**src/verilog/hlt_pkg.sv**
```systemverilog
// package: register map, field layout and constants of the period timer
package hlt_pkg;
   // register byte offsets on the apb slave
   localparam logic [7:0] ADDR_CONTROL = 8'h00;
   localparam logic [7:0] ADDR_MODE = 8'h04;
   localparam logic [7:0] ADDR_PERIOD = 8'h08;
   localparam logic [7:0] ADDR_COUNT = 8'h0c;
   localparam logic [7:0] ADDR_STATUS = 8'h10;
   // control register fields
   localparam int CTRL_ON_BIT = 7;
   localparam int CTRL_PRE_LSB = 4;
   localparam int CTRL_POST_LSB = 0;
   localparam int CTRL_IEN_BIT = 8;
   // reset values
   localparam logic [7:0] PERIOD_RESET = 8'hff;
   localparam logic [7:0] COUNT_RESET = 8'h00;
   localparam logic [4:0] MODE_RESET = 5'h00;
   // restart delay after an external level reset, in timer clocks
   localparam logic [1:0] RESTART_DELAY = 2'h2;

   typedef enum logic [4:0] {
      HLT_SW_GATE = 5'h00, HLT_GATE_HI = 5'h01, HLT_GATE_LO = 5'h02,
      HLT_RST_ANY = 5'h03, HLT_RST_RISE = 5'h04, HLT_RST_FALL = 5'h05,
      HLT_RST_LOW = 5'h06, HLT_RST_HIGH = 5'h07,
      HLT_OS_SW = 5'h08, HLT_OS_RISE = 5'h09, HLT_OS_FALL = 5'h0a,
      HLT_OS_ANY = 5'h0b, HLT_OS_HL_RISE = 5'h0c, HLT_OS_HL_FALL = 5'h0d,
      HLT_OS_LV_LOW = 5'h0e, HLT_OS_LV_HIGH = 5'h0f,
      HLT_MS_RISE = 5'h11, HLT_MS_FALL = 5'h12, HLT_MS_ANY = 5'h13,
      HLT_OSL_LOW = 5'h16, HLT_OSL_HIGH = 5'h17
   } hlt_mode_t;

   // run state, one-hot
   typedef enum logic [2:0] {
      HLT_IDLE = 3'b001,
      HLT_RUN = 3'b010,
      HLT_DONE = 3'b100
   } hlt_run_t;

   typedef struct packed {
      logic on;
      logic [2:0] prescale_select;
      logic [3:0] postscale_select;
      logic period_irq_enable;
      logic [4:0] mode;
      logic [7:0] period_value;
      logic [7:0] period_shadow;
      logic [7:0] count_value;
      logic [6:0] prescale_cnt;
      logic [3:0] post_cnt;
      logic postscaled;
      logic irq_flag;
      logic [1:0] hold_cnt;
      logic match_d;
      logic ers_s1;
      logic ers_s2;
      logic ers_d;
      hlt_run_t run;
      logic [31:0] prdata;
   } hlt_state_t;
endpackage : hlt_pkg

```
**src/verilog/hlt_timer.sv**
```systemverilog
// hardware-limit period timer with apb register access
`timescale 1ns/1ps
module hlt_timer (
   input wire logic pclk,
   input wire logic presetn,
   input wire logic psel,
   input wire logic penable,
   input wire logic pwrite,
   input wire logic [7:0] paddr,
   input wire logic [31:0] pwdata,
   output logic [31:0] prdata,
   output logic pready,
   output logic pslverr,
   input wire logic ext_reset_signal,
   output logic [7:0] count_value,
   output logic period_match,
   output logic postscaled,
   output logic timer_irq
);
   hlt_pkg::hlt_state_t r;
   hlt_pkg::hlt_state_t next_r;

   function automatic logic [6:0] pre_limit(input logic [2:0] sel);
      pre_limit = 7'((8'h01 << sel) - 8'h01);
   endfunction : pre_limit

   logic wr;
   logic rd;
   logic tick;
   logic match;
   logic rise;
   logic fall;
   logic ers;
   logic gate;
   logic hold;
   logic edge_rst;
   logic start_edge;
   logic oneshot;
   logic mono;
   logic reserved;
   logic start_hit;
   logic [4:0] m;

   assign wr = psel && penable && pwrite;
   // read data captured in setup so it stands through the access edge
   assign rd = psel && !penable && !pwrite;
   assign pready = 1'b1;
   assign pslverr = 1'b0;
   assign prdata = r.prdata;
   assign count_value = r.count_value;
   assign period_match = r.match_d;
   assign postscaled = r.postscaled;
   assign timer_irq = r.irq_flag && r.period_irq_enable;

   always_comb begin
      next_r = r;
      m = r.mode;
      ers = r.ers_s2;
      rise = ers && !r.ers_d;
      fall = !ers && r.ers_d;
      tick = r.prescale_cnt == pre_limit(r.prescale_select);
      match = r.count_value == r.period_shadow;
      gate = 1'b1;
      hold = 1'b0;
      edge_rst = 1'b0;
      start_edge = 1'b0;
      oneshot = m[4:3] == 2'b01 || m == hlt_pkg::HLT_OSL_LOW ||
         m == hlt_pkg::HLT_OSL_HIGH;
      mono = m == hlt_pkg::HLT_MS_RISE || m == hlt_pkg::HLT_MS_FALL ||
         m == hlt_pkg::HLT_MS_ANY;
      reserved = !(m[4:3] == 2'b00 || m[4:3] == 2'b01 || mono ||
         m == hlt_pkg::HLT_OSL_LOW || m == hlt_pkg::HLT_OSL_HIGH);
      next_r.ers_s1 = ext_reset_signal;
      next_r.ers_s2 = r.ers_s1;
      next_r.ers_d = r.ers_s2;
      next_r.postscaled = 1'b0;
      // mode decode of gating, holds, resets and starts
      case (m)
         hlt_pkg::HLT_GATE_HI: gate = ers;
         hlt_pkg::HLT_GATE_LO: gate = !ers;
         hlt_pkg::HLT_RST_ANY: edge_rst = rise || fall;
         hlt_pkg::HLT_RST_RISE: edge_rst = rise;
         hlt_pkg::HLT_RST_FALL: edge_rst = fall;
         hlt_pkg::HLT_RST_LOW: hold = r.on && !ers;
         hlt_pkg::HLT_RST_HIGH: hold = r.on && ers;
         hlt_pkg::HLT_OS_RISE, hlt_pkg::HLT_MS_RISE: start_edge = rise;
         hlt_pkg::HLT_OS_FALL, hlt_pkg::HLT_MS_FALL: start_edge = fall;
         hlt_pkg::HLT_OS_ANY, hlt_pkg::HLT_MS_ANY:
            start_edge = rise || fall;
         hlt_pkg::HLT_OS_HL_RISE: begin
            start_edge = rise;
            edge_rst = rise && r.run == hlt_pkg::HLT_RUN;
         end
         hlt_pkg::HLT_OS_HL_FALL: begin
            start_edge = fall;
            edge_rst = fall && r.run == hlt_pkg::HLT_RUN;
         end
         hlt_pkg::HLT_OS_LV_LOW: begin
            hold = !ers;
            start_edge = rise;
         end
         hlt_pkg::HLT_OS_LV_HIGH: begin
            hold = ers;
            start_edge = fall;
         end
         hlt_pkg::HLT_OSL_LOW: hold = !ers;
         hlt_pkg::HLT_OSL_HIGH: hold = ers;
         default: gate = !reserved;
      endcase
      // idle to run: software start, level release or qualifying edge
      start_hit = 1'b0;
      if (m == hlt_pkg::HLT_SW_GATE || m[4:3] == 2'b00 ||
         m == hlt_pkg::HLT_OS_SW || m == hlt_pkg::HLT_OSL_LOW ||
         m == hlt_pkg::HLT_OSL_HIGH) begin
         start_hit = 1'b1;
      end else begin
         start_hit = start_edge;
      end
      if (!r.on) begin
         // off: counters and state reset, count kept for resume
         next_r.prescale_cnt = 7'h00;
         next_r.post_cnt = 4'h0;
         next_r.hold_cnt = 2'h0;
         // edge modes re-arm; software one-shot resumes where paused
         if (m != hlt_pkg::HLT_OS_SW) begin
            next_r.run = hlt_pkg::HLT_IDLE;
         end
      end else begin
         next_r.prescale_cnt = tick ? 7'h00 : 7'(r.prescale_cnt + 7'h01);
         case (r.run)
            hlt_pkg::HLT_IDLE: begin
               if (start_hit && !reserved && !hold) begin
                  next_r.run = hlt_pkg::HLT_RUN;
               end
            end
            hlt_pkg::HLT_RUN: begin
               if (hold || edge_rst) begin
                  // filtered: the level needs two clocks before it acts
                  if (edge_rst || r.hold_cnt == hlt_pkg::RESTART_DELAY) begin
                     next_r.count_value = hlt_pkg::COUNT_RESET;
                     next_r.period_shadow = r.period_value;
                     next_r.prescale_cnt = 7'h00;
                     next_r.post_cnt = 4'h0;
                     next_r.hold_cnt = edge_rst ? 2'h0 :
                        hlt_pkg::RESTART_DELAY;
                  end else begin
                     next_r.hold_cnt = 2'(r.hold_cnt + 2'h1);
                  end
               end else if (r.hold_cnt != 2'h0 &&
                  r.count_value == hlt_pkg::COUNT_RESET) begin
                  next_r.hold_cnt = 2'(r.hold_cnt - 2'h1);
               end else if (tick && gate) begin
                  next_r.hold_cnt = 2'h0;
                  // tick that sees the match clears, so any prescale works
                  if (match) begin
                     next_r.count_value = hlt_pkg::COUNT_RESET;
                     if (oneshot) begin
                        next_r.on = 1'b0;
                        next_r.run = hlt_pkg::HLT_DONE;
                     end else if (mono) begin
                        next_r.run = hlt_pkg::HLT_IDLE;
                     end
                     next_r.period_shadow = r.period_value;
                     // postscaler counts matches; pulse at ratio
                     if (r.post_cnt == r.postscale_select) begin
                        next_r.post_cnt = 4'h0;
                        next_r.postscaled = 1'b1;
                        next_r.irq_flag = 1'b1;
                     end else begin
                        next_r.post_cnt = 4'(r.post_cnt + 4'h1);
                     end
                  end else begin
                     next_r.count_value = 8'(r.count_value + 8'h01);
                  end
               end
            end
            default: begin
               // done: waits for software to cycle on
               next_r.count_value = hlt_pkg::COUNT_RESET;
            end
         endcase
      end
      next_r.match_d = r.run == hlt_pkg::HLT_RUN && match && tick && gate &&
         !hold && !edge_rst;
      // register writes take effect in the access phase
      if (wr) begin
         if (paddr == hlt_pkg::ADDR_CONTROL) begin
            next_r.on = pwdata[hlt_pkg::CTRL_ON_BIT];
            next_r.prescale_select = pwdata[hlt_pkg::CTRL_PRE_LSB +: 3];
            next_r.postscale_select = pwdata[hlt_pkg::CTRL_POST_LSB +: 4];
            next_r.period_irq_enable = pwdata[hlt_pkg::CTRL_IEN_BIT];
            next_r.period_shadow = r.period_value;
            next_r.prescale_cnt = 7'h00;
            next_r.post_cnt = 4'h0;
            if (pwdata[hlt_pkg::CTRL_ON_BIT] && !r.on &&
               r.run == hlt_pkg::HLT_DONE) begin
               next_r.run = hlt_pkg::HLT_IDLE;
            end
         end else if (paddr == hlt_pkg::ADDR_MODE) begin
            next_r.mode = pwdata[4:0];
         end else if (paddr == hlt_pkg::ADDR_PERIOD) begin
            next_r.period_value = pwdata[7:0];
         end else if (paddr == hlt_pkg::ADDR_COUNT) begin
            next_r.count_value = pwdata[7:0];
            next_r.period_shadow = r.period_value;
            next_r.prescale_cnt = 7'h00;
            next_r.post_cnt = 4'h0;
         end else if (paddr == hlt_pkg::ADDR_STATUS) begin
            // write one to clear; a same-cycle event wins
            if (pwdata[0] && !next_r.postscaled) begin
               next_r.irq_flag = 1'b0;
            end
         end
      end
      if (rd) begin
         if (paddr == hlt_pkg::ADDR_CONTROL) begin
            next_r.prdata = {23'h0, r.period_irq_enable, r.on,
               r.prescale_select, r.postscale_select};
         end else if (paddr == hlt_pkg::ADDR_MODE) begin
            next_r.prdata = {27'h0, r.mode};
         end else if (paddr == hlt_pkg::ADDR_PERIOD) begin
            next_r.prdata = {24'h0, r.period_value};
         end else if (paddr == hlt_pkg::ADDR_COUNT) begin
            next_r.prdata = {24'h0, r.count_value};
         end else if (paddr == hlt_pkg::ADDR_STATUS) begin
            next_r.prdata = {29'h0, r.run};
            next_r.prdata[3] = r.irq_flag;
         end else begin
            next_r.prdata = 32'h0;
         end
      end
   end

   always_ff @(posedge pclk or negedge presetn) begin
      if (!presetn) begin
         r <= '{on: 1'b0, prescale_select: 3'h0, postscale_select: 4'h0,
            period_irq_enable: 1'b0, mode: hlt_pkg::MODE_RESET,
            period_value: hlt_pkg::PERIOD_RESET,
            period_shadow: hlt_pkg::PERIOD_RESET,
            count_value: hlt_pkg::COUNT_RESET, prescale_cnt: 7'h00,
            post_cnt: 4'h0, postscaled: 1'b0, irq_flag: 1'b0,
            hold_cnt: 2'h0, match_d: 1'b0, ers_s1: 1'b0, ers_s2: 1'b0,
            ers_d: 1'b0, run: hlt_pkg::HLT_IDLE, prdata: 32'h0};
      end else begin
         r <= next_r;
      end
   end
endmodule : hlt_timer

```
**config.mk**
```make
export PLATFORM = sky130hd
export DESIGN_NAME = hlt_timer
export DESIGN_NICKNAME = d
export VERILOG_FILES = /design/src/verilog/hlt_pkg.sv /design/src/verilog/hlt_timer.sv
export SDC_FILE = /design/constraint.sdc
export NUM_CORES = 1
export LEC_CHECK = 0
export BUFFER_PORTS_ARGS = -buffer_cell sky130_fd_sc_hd__buf_2
export CELL_PAD_IN_SITES_DETAIL_PLACEMENT = 2
export CELL_PAD_IN_SITES_GLOBAL_PLACEMENT = 2
export CORE_UTILIZATION = 36
export DETAILED_ROUTE_END_ITERATION = 8
export GPL_TIMING_DRIVEN = 0
export PLACE_DENSITY_LB_ADDON = 0.3
export SLEW_MARGIN = 30
export SYNTH_ARGS = -nofsm -noshare
export SYNTH_HDL_FRONTEND = slang
export SYNTH_SLANG_ARGS = --single-unit
```
**constraint.sdc**
```tcl
create_clock -name pclk -period 5.5 [get_ports pclk]
set_input_delay 0.55 -clock pclk [delete_from_list [all_inputs] [get_ports pclk]]
set_output_delay 0.55 -clock pclk [all_outputs]
set_load 0.005 [all_outputs]
```
Word-level counts from Yosys, hierarchy flattened
Cells that the tools add are included.
{"block": "totals", "regBits": 92, "elab_cells": 208}
{"block": "op_classes", "n_mux": 84, "reduce_logical": 61, "n_shift": 1, "n_addsub": 6, "eq_ne": 35, "n_bitwise": 2}
{"operator": "two-way mux 27 bit", "count": 6}
{"operator": "two-way mux 8 bit", "count": 14}
{"operator": "two-way mux 16 bit", "count": 4}
{"operator": "two-way mux 49 bit", "count": 1}
{"operator": "equality test 5 x 4 -> 1 bit (second input constant)", "count": 8}
{"operator": "two-way mux 3 bit", "count": 12}
{"operator": "two-way mux 35 bit", "count": 1}
{"operator": "two-way mux 6 bit", "count": 5}
{"operator": "equality test 5 bit (second input constant)", "count": 5}
{"operator": "logical AND 1 bit", "count": 23}
{"operator": "two-way mux 11 bit", "count": 2}
{"operator": "equality test 5 x 3 -> 1 bit (second input constant)", "count": 4}
{"operator": "two-way mux 9 bit", "count": 2}
{"operator": "OR reduction 17 bit", "count": 1}
{"operator": "equality test 8 x 4 -> 1 bit (second input constant)", "count": 2}
{"operator": "zero test 8 bit", "count": 2}
{"operator": "two-way mux 2 bit", "count": 8}
{"operator": "one-hot mux 8 bit (2 select lines)", "count": 1}
{"operator": "logical OR 1 bit", "count": 15}
{"operator": "two-way mux 1 bit", "count": 15}
{"operator": "two-way mux 15 bit", "count": 1}
{"operator": "two-way mux 7 bit", "count": 2}
{"operator": "two-way mux 13 bit", "count": 1}
{"operator": "two-way mux 4 bit", "count": 3}
{"operator": "other kinds (37)", "count": 51}

Longest topological paths before layout
{"block": "depth", "depth_word": 29, "ltp_mapped": 10, "depth_no_buf": 9}

Worst setup path after synthesis
OpenSTA, ideal clock, no wires.
{"block": "synth_timing", "path_kind": "in2reg", "startpoint": "input paddr[1]", "endpoint": "register r[70] (netlist name)", "slack_ns": 2.889, "path_stages": 7, "arrival_time_ns": 2.528, "setup_ns": 0.082, "required_ns": 5.418, "n_path_buf": 1, "path_cell_list": "or4_1 > nor3_1 > and2_1 > nor2b_1 > and2_1 > clkbuf_1 > mux2_2"}
{"block": "synth_via", "elab_chain_cells": 3, "word_cells_on_any_way": 6, "classes_between": "2 x eq/ne; 2 x bitwise; 2 x reduce/logical"}
{"item": "start, declared", "line_no": "hlt_timer.sv:9", "text": "input wire logic [7:0] paddr,"}
{"item": "equality test 8 x 3 -> 1 bit / zero test 8 bit (equally long branches)", "line_no": "hlt_timer.sv:199, hlt_timer.sv:187"}
{"item": "NOT 1 bit (no source line)"}
{"item": "AND reduction 4 bit (no source line) *"}
{"item": "end signal, assigned", "line_no": "hlt_timer.sv:236", "text": "r <= '{on: 1'b0, prescale_select: 3'h0, postscale_select: 4'h0,"}
{"item": "end signal, assigned", "line_no": "hlt_timer.sv:245", "text": "r <= next_r;"}
{"item": "end, declared", "line_no": "hlt_timer.sv:20", "text": "hlt_pkg::hlt_state_t r;"}
Every way passes the cells marked *; elsewhere a longest branch is shown, timed or not.
A chain may end at the register's enable or synchronous reset.

==> run_results.csv <==
group,metric,value,unit
clocking,worstSkewPairLatency,0.34,ns
finish,mostFrequentLayoutCells,"dfrtp_1, buf_4, buf_2",
finish,diodes,0,
critical_path,crit_required,5.76,ns
global_routing,antenna_found_initial,0,
clocking,cts_hold_buf,0,
critical_path,critPathMaxFanout,8,
clocking,clockBufferDepth,2,
power_and_ir_drop,power_leakage,2.39,nW
timing,min_period_over_period,59.9,%
detailed_routing,dr_total_vias,3761,
die,pin_count,91,
timing,rsz0062_at_grt,"no",
detailed_routing,first_pass_iters,4,
place,place.gp.congestion,0.796,
yosys,synth_top_area_share,29.6,%
critical_path,setup.worst_path.start_class,"register",
timing,fin_skew,0.00857,ns
clocking,cts_tree,"yes",
yosys,ys_top_cells_by_area,"dfrtp_1, dfstp_2, mux2_2, buf_4, nor2_1",
die,die_area,12600,µm²
yosys,yosys.cell_types.count,66,
die,die_width,112,µm
place,portBuffers,42,
timing,period_needed,3.29,ns
yosys,yosys.area.top_type,"dfrtp_1",
clocking,cts_made_buffers,9,
global_routing,grt_pass1_vias,4128,
clocking,post_cts_buffers,0,
job,cap_viol_max_count,0,
timing,tns,0,ns
finish,final_common_cell,"dfrtp_1",
detailed_routing,wl_per_cell,20.4,µm
finish,stdcell_count,691,
run_status,outcome,"finished clean",
clocking,cts_resized,0,
finish,nets,597,
power_and_ir_drop,pwr_density_cell,226,nW/µm²
yosys,avgSynthCellArea,9.43,µm²
timing,hold_viol,0,
timing,fmax,304,MHz
place,dp_cells,675,
timing,max_slew_margin,35.6,%
yosys,ys_seq_elements,69,
yosys,async_reset_ff_share,100,%
detailed_routing,via_per_inst,5.44,
finish,layout-drive-gt1-share,27.9,%
yosys,ys_seq_area_share,39.8,%
timing,slew_violations,0,
finish,area_delta_synth_final,17.7,%
yosys,yosys_most_used_dff,"dfrtp_1",
yosys,yosys_warnings,0,
clocking,cts_htree_levels,3,
finish,finish.utilization,44.3,%
clocking,cts.sinks,69,
global_routing,grt_max_degree,46,
power_and_ir_drop,finalPower,0.00117,W
critical_path,endpoint_kind,"register",
timing,setup_viol,0,
detailed_routing,drt-initial-drc-count,158,
yosys,synth_enable_flop_cells,0,
critical_path,regToRegSetupSlack,2.21,ns
die,die_h,112,µm
yosys,netlist_area,4390,µm²
critical_path,critical_path_class,"reg -> reg",
power_and_ir_drop,ir_worst_vdd,124,µV
die,core_region_area,11700,µm²
detailed_routing,ant_nets,0,
timing,worst_pin_slew,0.966,ns
yosys,synth_cells,466,
die,rows,39,
clocking,clock-root-buffer,"clkbuf_16",
worst_hold_path,hp-class,"in -> async",
critical_path,cp.arrival,3.55,ns
detailed_routing,wl,14100,µm
place,place_hpwl,10700,µm
detailed_routing,drc,0,
die,initial_core_util,37.7,%
global_routing,grt_pass1_wl,22700,µm
global_routing,grt_overflow,0,
timing,hold_slack,0.121,ns
global_routing,track_usage,23.7,%
clocking,clk_pin_slew,0.06,ns
## report_power, final
part | leakage, nW | total (W) | internal (W) | switching (W)
logic | 1.39 | 0.000102 | 0.0000430 | 0.0000586
registers | 0.864 | 0.000524 | 0.000516 | 0.00000876
clock network | 0.129 | 0.000542 | 0.000316 | 0.000226
## registers in the layout, indices dropped and copies added (netlist names)
register / count
period_match: 1
prdata: 9
next_r: 1
count_value: 8
m: 5
postscaled: 1
ers: 1
r: 43
## metrics by stage
step,setup WS [ns],cell area [µm²]
final,2.21,5170
after floorplan,2.89,4480
after global routing,1.99,5170
after global placement,2.24,4870
after CTS,2.24,5170
after detailed placement,2.23,4900
## kinds of logic (layout without fill, tap and decap cells)
logic type,count (synthesis),in the layout,synth area share (%)
and+or+nand+nor,152,152,18.1
AOI/OAI and AO/OA,103,103,16.0
buffers and inverters,74,133,10.2
DFF,69,69,39.8
muxes,36,36,9.03
xor gates and xnor gates,22,22,4.39
adders and majority gates,8,8,2.28
other,2,25,0.171
## worst paths after layout
kind | startpoint | endpoint | depth (start not counted)
max | r[47]$_DFF_PN0_ | r[65]$_DFF_PN1_ | 7
min | presetn | r[89]$_DFFE_PN0P_ | 1
max reg2reg | r[47]$_DFF_PN0_ | r[65]$_DFF_PN1_ | 7
min reg2reg | next_r[36]$_DFF_PN0_ | ers$_DFF_PN0_ | 0
max in group asynchronous | presetn | r[77]$_DFFE_PN1P_ | 2
min in group pclk | ext_reset_signal | next_r[36]$_DFF_PN0_ | 1
## routing by layer
metal / global-route usage [%] / vias up / part of all wire [%]
met1: 30.0 / 1881 / 45
met4: 7.82 / 0 / 2.1
met5: 0 / - / 0
met3: 4.21 / 26 / 2.8
li1: - / 1774 / -
met2: 41.0 / 80 / 50
## critical path, cell delays in order (launching register included)
cell and delay (ns):
dfrtp_1 0.43, or3_1 0.36, a21o_1 0.17, a222oi_1 0.85, and4_4 0.42, a21oi_2 0.08, o21ai_2 0.47, mux2_2 0.41
## cell usage after synthesis, types with 2 or more instances
library cell   n
a22o_1         8
a21o_1         4
or3_1          2
o311ai_0       2
dfstp_2       17
inv_1         12
clkbuf_1      15
o211ai_1       5
xor2_1         7
o21bai_1       3
ha_1           8
o32a_1         2
buf_1          3
nand2_1       35
and3_1         6
o21ai_0       26
nand3_1       10
nand4b_1       4
nor2_1        37
a31oi_1        6
mux2i_1        7
a21oi_1       19
nor2b_1        5
nand2b_1       6
nor4_1         4
nand3b_1       2
a211oi_1       3
and2_1         9
nand4_1       12
nor3b_1        3
nor3_1         7
xnor2_1       15
nor4b_1        2
o2111ai_1      2
mux2_2        29
dfrtp_1       52
o31ai_1        3
a221o_1        3
buf_4         43
conb_1         2
## final cells by class
type	count	area [µm²]
inverter	12	45.0
multi-input combinational	346	2280
fill	1273	6490
tap	143	179
buffer	62	402
timing repair buffer	43	240
sequential	69	1750
clock buffer	12	246
clock inverter	4	25.0
Power figures use the tool's default switching activity.
